[src/mcm_pkg.sv]
// Purpose: shared constants for the memory checksum monitor
// Assumes: 8-bit register port, 16-bit checksum, byte-wide memory reads
// Notes: offsets are word indices on the plain register port
package mcm_pkg;
  localparam logic [3:0] MCM_REG_CTRL = 4'h0;
  localparam logic [3:0] MCM_REG_STAT = 4'h1;
  localparam logic [3:0] MCM_REG_MASK = 4'h2;
  localparam logic [3:0] MCM_REG_SUM_H = 4'h3;
  localparam logic [3:0] MCM_REG_SUM_L = 4'h4;
  localparam logic [3:0] MCM_REG_REF_H = 4'h5;
  localparam logic [3:0] MCM_REG_REF_L = 4'h6;
  localparam logic [3:0] MCM_REG_START_H = 4'h7;
  localparam logic [3:0] MCM_REG_START_L = 4'h8;
  localparam logic [3:0] MCM_REG_END_H = 4'h9;
  localparam logic [3:0] MCM_REG_END_L = 4'hA;
  // control fields
  localparam int MCM_CTRL_TYPE_LSB = 0;
  localparam int MCM_CTRL_GO_BIT = 3;
  // status fields: bit0 sticky done flag, bit1 mismatch, bit2 busy
  localparam int MCM_STAT_DONE_BIT = 0;
  localparam int MCM_STAT_FAIL_BIT = 1;
  localparam int MCM_STAT_BUSY_BIT = 2;
  localparam logic [2:0] MCM_TYPE_MON_FLASH = 3'h4;
  localparam logic [2:0] MCM_TYPE_MON_RAM = 3'h5;
  localparam logic [2:0] MCM_TYPE_VAL_FLASH = 3'h6;
  localparam logic [2:0] MCM_TYPE_VAL_RAM = 3'h7;
  localparam logic [15:0] MCM_POLY = 16'h1021;
  localparam logic [7:0] MCM_RESET_BYTE = 8'h00;
  localparam logic [15:0] MCM_RESET_WORD = 16'h0000;
endpackage : mcm_pkg

[src/mcm_crc_step.sv]
// Purpose: one-byte update of the 16-bit checksum
// Assumes: msb-first shifting, fixed polynomial
// Notes: purely combinational
`timescale 1ns/1ps
module mcm_crc_step
  import mcm_pkg::*;
(
  // data
  input wire logic [15:0] crc_in,
  input wire logic [7:0] byte_in,
  output logic [15:0] crc_out
);
  logic [15:0] stage [0:8];
  assign stage[0] = crc_in;
  genvar gi;
  generate
    for (gi = 0; gi < 8; gi++) begin : g_bit
      logic fb;
      assign fb = stage[gi][15] ^ byte_in[7 - gi];
      assign stage[gi + 1] = {stage[gi][14:0], 1'b0} ^ (fb ? MCM_POLY : 16'h0000);
    end
  endgenerate
  assign crc_out = stage[8];
endmodule : mcm_crc_step

[src/mcm_mem_port.sv]
// Purpose: byte read sequencer for the selected memory region
// Assumes: memory answers one cycle after the request
// Notes: steps addresses upward from start to end inclusive
`timescale 1ns/1ps
module mcm_mem_port
  import mcm_pkg::*;
(
  // clock and reset
  input wire logic clk_sys_in,
  input wire logic reset_in,
  input wire logic clk_en_in,
  // control
  input wire logic start_in,
  input wire logic [15:0] start_addr_in,
  input wire logic [15:0] end_addr_in,
  // memory
  output logic rd_out,
  output logic [15:0] addr_out,
  input wire logic [7:0] data_in,
  // stream
  output logic byte_vld_out,
  output logic [7:0] byte_out,
  output logic last_out
);
  logic active_q;
  logic pend_q;
  logic pend_last_q;
  always_ff @(posedge clk_sys_in or posedge reset_in) begin
    if (reset_in) begin
      active_q <= 1'b0;
      addr_out <= MCM_RESET_WORD;
    end else if (clk_en_in) begin
      if (start_in) begin
        active_q <= 1'b1;
        addr_out <= start_addr_in;
      end else if (active_q) begin
        if (addr_out == end_addr_in) begin
          active_q <= 1'b0;
        end else begin
          addr_out <= addr_out + 16'h0001;
        end
      end
    end
  end
  always_ff @(posedge clk_sys_in or posedge reset_in) begin
    if (reset_in) begin
      pend_q <= 1'b0;
      pend_last_q <= 1'b0;
    end else if (clk_en_in) begin
      pend_q <= active_q;
      pend_last_q <= active_q && (addr_out == end_addr_in);
    end
  end
  assign rd_out = active_q;
  assign byte_vld_out = pend_q;
  assign byte_out = data_in;
  assign last_out = pend_last_q;
endmodule : mcm_mem_port

[src/mcm_monitor.sv]
// Purpose: one-shot memory checksum monitor and validator
// Assumes: register port with read data one cycle after the read strobe
// Notes: flash and data ram share one byte read pin set, region picked by type
`timescale 1ns/1ps
// Behaviour
// - A check runs once and the engine then stays in MCM_DONE until reset, never restarting itself.
// - In monitor mode the done flag is set when the read pass ends, whatever the result.
// - In validate mode the done flag is set only when the pass ends and the compare fails.
// - At the end of a pass the mismatch status bit is updated with the compare outcome.
// - A set done flag with its interrupt enabled raises the interrupt request.
// - The done flag stays set until software clears it; hardware never clears it.
// - Type values 0 to 3 are unsupported and start nothing.
// - Validation compares the computed checksum with the loaded reference; any difference fails.
// - Types decode as 4 monitor flash, 5 monitor ram, 6 validate flash, 7 validate ram; a fail resets the checksum.
module mcm_monitor
  import mcm_pkg::*;
(
  // clock and reset
  input wire logic clk_sys_in,
  input wire logic reset_in,
  input wire logic clk_en_in,
  // register port
  input wire logic [3:0] reg_addr_in,
  input wire logic [7:0] reg_wdata_in,
  input wire logic reg_wr_in,
  input wire logic reg_rd_in,
  output logic [7:0] reg_rdata_out,
  // memory side
  output logic flash_rd_out,
  output logic ram_rd_out,
  output logic [15:0] mem_addr_out,
  input wire logic [7:0] mem_data_in,
  // interrupt
  output logic irq_out
);
  typedef enum logic [1:0] {MCM_IDLE, MCM_RUN, MCM_DONE} mcm_state_t;

  function automatic logic type_valid(input logic [2:0] t);
    type_valid = t[2];
  endfunction : type_valid

  function automatic logic type_is_val(input logic [2:0] t);
    type_is_val = t[1];
  endfunction : type_is_val

  function automatic logic type_is_ram(input logic [2:0] t);
    type_is_ram = t[0];
  endfunction : type_is_ram

  mcm_state_t state_q;
  logic [2:0] type_q;
  logic done_q;
  logic fail_q;
  logic mask_q;
  logic [15:0] sum_q;
  logic [15:0] ref_q;
  logic [15:0] start_q;
  logic [15:0] end_q;
  logic [15:0] sum_next;
  logic go;
  logic byte_vld;
  logic [7:0] byte_val;
  logic last;
  logic rd;
  logic [15:0] addr;
  logic pass_end;
  logic mismatch;
  logic wr_ctrl;
  logic [2:0] wr_type;

  assign wr_ctrl = reg_wr_in && (reg_addr_in == MCM_REG_CTRL);
  assign wr_type = reg_wdata_in[MCM_CTRL_TYPE_LSB +: 3];
  assign go = wr_ctrl && reg_wdata_in[MCM_CTRL_GO_BIT] && type_valid(wr_type)
    && (state_q == MCM_IDLE);

  mcm_mem_port u_port (
    .clk_sys_in(clk_sys_in),
    .reset_in(reset_in),
    .clk_en_in(clk_en_in),
    .start_in(go),
    .start_addr_in(start_q),
    .end_addr_in(end_q),
    .rd_out(rd),
    .addr_out(addr),
    .data_in(mem_data_in),
    .byte_vld_out(byte_vld),
    .byte_out(byte_val),
    .last_out(last)
  );

  mcm_crc_step u_step (
    .crc_in(sum_q),
    .byte_in(byte_val),
    .crc_out(sum_next)
  );

  assign pass_end = byte_vld && last;
  assign mismatch = (sum_next != ref_q);

  always_ff @(posedge clk_sys_in or posedge reset_in) begin
    if (reset_in) begin
      state_q <= MCM_IDLE;
      type_q <= 3'h0;
    end else if (clk_en_in) begin
      case (state_q)
        MCM_IDLE: begin
          if (go) begin
            state_q <= MCM_RUN;
            type_q <= wr_type;
          end
        end
        MCM_RUN: begin
          if (pass_end) begin
            state_q <= MCM_DONE;
          end
        end
        MCM_DONE: state_q <= MCM_DONE;
        default: state_q <= MCM_IDLE;
      endcase
    end
  end

  always_ff @(posedge clk_sys_in or posedge reset_in) begin
    if (reset_in) begin
      sum_q <= MCM_RESET_WORD;
    end else if (clk_en_in) begin
      if (state_q == MCM_RUN && byte_vld) begin
        if (last && mismatch) begin
          sum_q <= MCM_RESET_WORD;
        end else begin
          sum_q <= sum_next;
        end
      end else if (reg_wr_in && reg_addr_in == MCM_REG_SUM_H) begin
        sum_q[15:8] <= reg_wdata_in;
      end else if (reg_wr_in && reg_addr_in == MCM_REG_SUM_L) begin
        sum_q[7:0] <= reg_wdata_in;
      end
    end
  end

  always_ff @(posedge clk_sys_in or posedge reset_in) begin
    if (reset_in) begin
      ref_q <= MCM_RESET_WORD;
      start_q <= MCM_RESET_WORD;
      end_q <= MCM_RESET_WORD;
      mask_q <= 1'b0;
    end else if (clk_en_in && reg_wr_in) begin
      case (reg_addr_in)
        MCM_REG_REF_H: ref_q[15:8] <= reg_wdata_in;
        MCM_REG_REF_L: ref_q[7:0] <= reg_wdata_in;
        MCM_REG_START_H: start_q[15:8] <= reg_wdata_in;
        MCM_REG_START_L: start_q[7:0] <= reg_wdata_in;
        MCM_REG_END_H: end_q[15:8] <= reg_wdata_in;
        MCM_REG_END_L: end_q[7:0] <= reg_wdata_in;
        MCM_REG_MASK: mask_q <= reg_wdata_in[MCM_STAT_DONE_BIT];
        default: mask_q <= mask_q;
      endcase
    end
  end

  always_ff @(posedge clk_sys_in or posedge reset_in) begin
    if (reset_in) begin
      fail_q <= 1'b0;
    end else if (clk_en_in && state_q == MCM_RUN && pass_end) begin
      fail_q <= mismatch;
    end
  end

  // sticky done, set wins over write-one clear
  always_ff @(posedge clk_sys_in or posedge reset_in) begin
    if (reset_in) begin
      done_q <= 1'b0;
    end else if (clk_en_in) begin
      if (state_q == MCM_RUN && pass_end && (!type_is_val(type_q) || mismatch)) begin
        done_q <= 1'b1;
      end else if (reg_wr_in && reg_addr_in == MCM_REG_STAT
                   && reg_wdata_in[MCM_STAT_DONE_BIT]) begin
        done_q <= 1'b0;
      end
    end
  end

  always_ff @(posedge clk_sys_in or posedge reset_in) begin
    if (reset_in) begin
      irq_out <= 1'b0;
    end else if (clk_en_in) begin
      irq_out <= done_q && mask_q;
    end
  end

  // region select; outputs registered from the sequencer
  always_ff @(posedge clk_sys_in or posedge reset_in) begin
    if (reset_in) begin
      flash_rd_out <= 1'b0;
      ram_rd_out <= 1'b0;
      mem_addr_out <= MCM_RESET_WORD;
    end else if (clk_en_in) begin
      flash_rd_out <= rd && !type_is_ram(type_q);
      ram_rd_out <= rd && type_is_ram(type_q);
      mem_addr_out <= addr;
    end
  end

  always_ff @(posedge clk_sys_in or posedge reset_in) begin
    if (reset_in) begin
      reg_rdata_out <= MCM_RESET_BYTE;
    end else if (clk_en_in) begin
      reg_rdata_out <= MCM_RESET_BYTE;
      if (reg_rd_in) begin
        case (reg_addr_in)
          MCM_REG_CTRL: reg_rdata_out <= {5'h00, type_q};
          MCM_REG_STAT: reg_rdata_out <= {5'h00, state_q == MCM_RUN, fail_q, done_q};
          MCM_REG_MASK: reg_rdata_out <= {7'h00, mask_q};
          MCM_REG_SUM_H: reg_rdata_out <= sum_q[15:8];
          MCM_REG_SUM_L: reg_rdata_out <= sum_q[7:0];
          MCM_REG_REF_H: reg_rdata_out <= ref_q[15:8];
          MCM_REG_REF_L: reg_rdata_out <= ref_q[7:0];
          MCM_REG_START_H: reg_rdata_out <= start_q[15:8];
          MCM_REG_START_L: reg_rdata_out <= start_q[7:0];
          MCM_REG_END_H: reg_rdata_out <= end_q[15:8];
          MCM_REG_END_L: reg_rdata_out <= end_q[7:0];
          default: reg_rdata_out <= MCM_RESET_BYTE;
        endcase
      end
    end
  end
endmodule : mcm_monitor

[config.mk]
export PLATFORM = sky130hd
export DESIGN_NAME = mcm_monitor
export DESIGN_NICKNAME = d
export VERILOG_FILES = /design/src/mcm_pkg.sv /design/src/mcm_crc_step.sv /design/src/mcm_mem_port.sv /design/src/mcm_monitor.sv
export SDC_FILE = /design/constraint.sdc
export NUM_CORES = 1
export LEC_CHECK = 0
export BUFFER_PORTS_ARGS = -buffer_cell sky130_fd_sc_hd__buf_2
export CAP_MARGIN = 10
export CORE_UTILIZATION = 65
export CTS_CLUSTER_SIZE = 24
export DETAILED_ROUTE_END_ITERATION = 10
export GPL_ROUTABILITY_DRIVEN = 0
export GPL_TIMING_DRIVEN = 0
export HOLD_SLACK_MARGIN = 0.1
export PLACE_DENSITY = 0.9
export REMOVE_ABC_BUFFERS = 1
export SYNTH_ARGS = -nofsm -noshare
export SYNTH_HDL_FRONTEND = slang
export SYNTH_SLANG_ARGS = --single-unit
[constraint.sdc]
create_clock -name clk_sys_in -period 7.4 [get_ports clk_sys_in]
set_input_delay 1.11 -clock clk_sys_in [delete_from_list [all_inputs] [get_ports clk_sys_in]]
set_output_delay 1.11 -clock clk_sys_in [all_outputs]
set_load 0.05 [all_outputs]
# Yosys cells after proc, flatten, opt, wreduce, memory -nomap -nowiden
# Cells that the tools add are included.
op_classes:
  addsub: 1
  n_mul: 0
  div: 0
  order_cmp: 0
  n_eq_ne: 18
  n_shift: 0
  muxes: 26
  bitwise_logic: 16
  reduce_logical: 42
ops:
  columns: ["operator", "count"]
  rows:
  - ["$xor 16x16->16", 8]
  - ["$mux 13", 8]
  - ["$pmux 8 s11", 1]
  - ["$mux 16", 5]
  - ["$mux 8", 4]
  - ["$logic_and 1x1->1", 20]
  - ["$reduce_and 2->1", 9]
  - ["$add 16x1->16 const B", 1]
  - ["$eq 16x16->1", 1]
  - ["$eq 4x3->1 const B", 4]
  - ["$ne 16x16->1", 1]
  - ["$eq 4x4->1 const B", 3]
  - ["$reduce_and 3->1", 4]
  - ["$eq 4x2->1 const B", 2]
  - ["$ne 2x2->1 const B", 4]
  - ["$reduce_bool 2->1", 4]
  - ["$xor 1x1->1", 8]
  - ["$pmux 2 s3", 1]
  - ["$mux 1", 5]
  - ["$eq 4x1->1 const B", 1]
  - ["$logic_not 4->1", 1]
  - ["$mux 2", 2]
  - ["$eq 2x1->1 const B", 1]
  - ["$eq 2x2->1 const B", 1]
  - ["3 further kinds", 4]
totals:
  register_bits: 118
  latchBits: 0
  mem_bits_rw: 0
  romBits: 0
  in_bits: 25
  out_inout_bits: 27
  wordCells: 125
  memories: 0

# Depth between registers and ports, before layout
depth:
  ltp_word: 29
  mapped_depth: 9
  depth_no_buf: 7

# Hierarchy
# A second synthesis with hierarchy kept.
unflattened:
  hier_cells: 618
  area_unflattened_um2: 6932.9
modules_own_cells:
  columns: ["module", "instances", "cells_each", "area_each_um2", "seq_area_each_um2"]
  rows:
  - ["mcm_monitor", 1, 422, 5072.4, 2477.4]
  - ["mcm_mem_port", 1, 166, 1435.1, 475.5]
  - ["mcm_crc_step", 1, 30, 425.4, 0.0]

# Worst setup path after synthesis
# No wires, ideal clock.
synth_path:
  path_type: "in2reg"
  startpoint: "input mem_data_in[4]"
  endpoint: "register sum_q[3]"
  setup_ps: 75
  arrival_ps: 3115
  required_ps: 7325
  slack_ps: 4209
  path_stages: 8
  path_buffers: 2
  cell_sequence: "xnor2_1 -> xor3_1 -> nor4_1 -> nand4_1 -> or4_1 -> buf_6 -> buf_12 -> o21ai_2"
synth_via:
  elab_chain_len: 13
synth_lines:
  columns: ["item", "line", "rtl"]
  rows:
  - ["from (decl)", "mcm_monitor.sv:32", "input wire logic [7:0] mem_data_in,"]
  - ["$xor 1x1->1 *", "mcm_crc_step.sv:19", "assign fb = stage[gi][15] ^ byte_in[7 - gi];"]
  - ["$mux 13 *", "mcm_crc_step.sv:20", "assign stage[gi + 1] = {stage[gi][14:0], 1'b0} ^ (fb ? MCM_POLY : 16'h0000);"]
  - ["$xor 16x16->16 * (4 in series)", "mcm_crc_step.sv:20", null]
  - ["$xor 1x1->1", "mcm_crc_step.sv:19", null]
  - ["$mux 13", "mcm_crc_step.sv:20", null]
  - ["$xor 16x16->16 *", "mcm_crc_step.sv:20", null]
  - ["$ne 16x16->1 *", "mcm_monitor.sv:98", "assign mismatch = (sum_next != ref_q);"]
  - ["$logic_and 1x1->1 *", "mcm_monitor.sv:128", "if (last && mismatch) begin"]
  - ["$mux 16 *", "mcm_monitor.sv:128", null]
  - ["$mux 16 *", "mcm_monitor.sv:127", "if (state_q == MCM_RUN && byte_vld) begin"]
  - ["to (signal assigned)", "mcm_monitor.sv:131", "sum_q <= sum_next;"]
  - ["to (signal assigned)", "mcm_monitor.sv:136", "sum_q[7:0] <= reg_wdata_in;"]
  - ["to (decl)", "mcm_monitor.sv:55", "logic [15:0] sum_q;"]
# Mark *: on every way between the ends. The rest lies on a longest branch, timed or not.
# A chain may end at the register's enable or synchronous reset.

# Worst setup path in the final report
layout_path:
  startpoint: "input mem_data_in[6]"
  endpoint: "register fail_q"
layout_via:
  elab_chain_len: 12
layout_lines:
  columns: ["item", "line", "rtl"]
  rows:
  - ["$xor 1x1->1 *", "mcm_crc_step.sv:19", null]
  - ["$mux 13 *", "mcm_crc_step.sv:20", null]
  - ["$xor 16x16->16 * (4 in series)", "mcm_crc_step.sv:20", null]
  - ["$xor 1x1->1", "mcm_crc_step.sv:19", null]
  - ["$mux 13", "mcm_crc_step.sv:20", null]
  - ["$xor 16x16->16 * (3 in series)", "mcm_crc_step.sv:20", null]
  - ["$ne 16x16->1 *", "mcm_monitor.sv:98", null]
  - ["to (signal assigned)", "mcm_monitor.sv:165", "fail_q <= mismatch;"]
  - ["to (decl)", "mcm_monitor.sv:53", "logic fail_q;"]
# Marked as above.

==> flow_summary.yaml <==
run_status:
  outcome: "finished clean"
synth:
  ys.flop_type: "dfrtp_1"
  synthCells: 641
  async_reset_ff_frac: 1.000
  ys_ff_latch: 118
  syn_area_sq_mm: 0.006598
  synth_area_leader_cell: "dfrtp_1"
  yosys_warnings: 0
  yosysUniqueCellTypes: 59
  synth_top_cell_area_share: 0.4476
  synthTopCellsByArea: "dfrtp_1 (45%), mux2_2 (11%), xor2_1 (3.7%)"
  synth.avg_cell_area_sq_um: 10.29
  synth-edff-count: 0
  ys_seq_area_frac: 0.4476
clocking:
  cts_hold_buffers: 0
  post_cts_buffers: 0
  clockRootBuffer: "clkbuf_8"
  numCtsBuffers: 17
  cts.sinks: 118
  cts_tree: "yes"
  post_cts_resized: 0
  clkLatencyLatePin_ns: 0.53
  htreeDepth: 4
  clockBufferDepth: 2
  path_clk_slew_ns: 0.06
routing:
  wl_met2_um: 8705
  initialDrtViolationCount: 874
  num_vias: 6074
  drtAntennaViolNets: 0
  drt-vias-per-instance: 7.327
  wl_per_cell_um: 23.69
  drt-pass1-iter-count: 10
  drc: 0
  dr_wl_met3_um: 2541
  wl_um: 19640
  drt-met1-wl_um: 7028
  top_layer: "met4"
finish:
  fin_nets: 712
  seq_area_sq_mm: 0.002953
  multiInputGateArea_sq_mm: 0.003406
  area_delta_synth_final_pct: 14.74
  drive_above_1_share: 0.2475
  final_cell_mix: "dfrtp_1 (118), mux2_2 (67), buf_2 (52)"
  final_common_cell: "dfrtp_1"
  nFillCells: 588
  stdcell_count: 829
global_route:
  grt_pass1_wl_um: 30640
  track_usage: 0.3921
  antenna_found_initial: 0
  grt_pass1_vias: 5825
  gr-total-overflow: 0
  grt_max_degree: 65
sta:
  slew_headroom: 0.1348
  tightest_slew_ns: 1.288
  max_freq_mhz: 284.1
  rsz0062_at_grt: "no"
  final_hold_viol_count: 0
  setup_viol: 0
  fin_setup_tns_ns: 0
  worst_clock_skew_ns: 0.007872
  fin_crit_ns: 3.520
  fin_ws_ns: 3.880
  min_period_over_period: 0.4757
  finalMaxSlewViolations: 0
placed_design:
  dp_hpwl_um: 12430
  pre_cts_slack_ns: 3.523
  port_buffers: 51
  dpl.cell_count: 795
die:
  rows: 36
  initial_core_util: 0.6719
  die_area_sq_mm: 0.01056
  io_pins: 52
  core_sq_mm: 0.009819
  fp.dieW_um: 102.7
  die_y_um: 102.7
critical_path:
  crit_fanout: 18
  crit_arrival_ns: 3.93
  crit_type: "in2reg"
  crit_required_ns: 7.81
  end_kind: "register"
  critPathLaunchType: "primary input"
power:
  p_per_area_mw_per_mm2: 373.6
  p_total_w: 0.002828
  ir_drop_v: 0.0002328
  p_leak_nw: 3.403
hold_path:
  worstHoldPathType: "reg2reg"
run:
  drv_cap: 0
## state kept, by name, summed over array words and instances, names as in the netlist, 2 cells and up
| register | flops |
|---|---|
| state_q | 2 |
| end_q | 16 |
| ref_q | 16 |
| u_port.addr_out | 16 |
| type_q | 3 |
| sum_q | 16 |
| mem_addr_out | 16 |
| start_q | 16 |
| reg_rdata_out | 8 |
## metal layers
| metal | up-vias | track usage |
|---|---|---|
| met5 | - | 0 |
| met3 | 168 | 0.1146 |
| met2 | 598 | 0.5867 |
| met4 | 0 | 0.2351 |
| met1 | 2862 | 0.5067 |
| li1 | 2446 | - |
## final cells by class
cell class / instances / area share
multi-input cells: 466 / 0.4499
flip-flops and latches: 118 / 0.3901
clock buffers: 22 / 0.06380
repair buffers: 57 / 0.04248
well taps: 133 / 0.02198
clock inverters: 8 / 0.01917
inverters: 24 / 0.01223
diodes: 1 / 0.0003306
## kinds of logic (layout without fill, tap and decap cells)
kind of cell / count (synthesis) / after routing / synth area share
adders and majority gates: 3 / 3 / 0.005690
xor gates and xnor gates: 56 / 56 / 0.08705
muxes: 77 / 77 / 0.1295
buffers and inverters: 57 / 111 / 0.03622
and+or+nand+nor: 182 / 182 / 0.1350
AOI/OAI and AO/OA: 148 / 148 / 0.1589
other: 0 / 1 / 0
DFF: 118 / 118 / 0.4476
## metrics by stage
step | instance area (sq um) | util | hold WS [ns]
floorplan | 6449 | - | 0.4351
global placement | 6870 | 0.6997 | 0.4636
detailed placement | 6919 | 0.7046 | 0.4604
CTS | 7547 | 0.7686 | 0.4776
global route | 7567 | 0.7706 | 0.4997
finish | 7570 | 0.7709 | 0.4793
## critical path, stage by stage
cell and delay (ns):
buf_2 0.13, xnor2_4 0.36, xor2_1 0.58, xor2_1 0.23, nand4_1 0.15, or4_1 0.99, o22a_2 0.37
## power by group
| part | switching, W | internal (W) |
|---|---|---|
| clock network | 0.000292 | 0.000587 |
| logic | 0.000592 | 0.000380 |
| registers | 0.000192 | 0.000786 |
## path summary, 6_finish.rpt
kind	slack [ns]	startpoint	cells after the start	to
setup / recovery	3.88	mem_data_in[6]	7	fail_q
hold / removal	0.48	type_q[2]	1	type_q[2]
setup reg to reg	4.11	sum_q[14]	6	fail_q
hold reg to reg	0.48	type_q[2]	1	type_q[2]
max in group asynchronous	5.97	reset_in	3	sum_q[5]
min in group asynchronous	0.69	reset_in	2	u_port.addr_out[5]
## Yosys cell counts (2+ instances only)
library cell,instances
a211oi_1,11
and2_1,2
nor2_1,49
nor2b_1,5
nor3b_1,3
dfrtp_1,118
inv_1,23
mux2i_1,10
clkbuf_1,26
a221o_1,3
a21oi_1,21
o21a_1,3
and3_1,15
a2bb2oi_1,9
nand4_1,13
a22o_1,5
buf_1,4
nand2b_1,3
a31oi_1,6
nand2_1,38
xor2_1,28
o22a_2,2
a32oi_1,3
nor4_1,8
ha_1,3
xor3_1,2
nor3_1,12
o21ai_0,27
o221a_2,2
nand3_1,26
o21ai_2,10
xnor2_1,22
a22oi_1,9
o22ai_1,14
a221oi_1,11
mux2_2,67
xnor3_1,2
and4_1,3
o2bb2ai_1,2
o22a_1,2
Power figures use the tool's default switching activity.
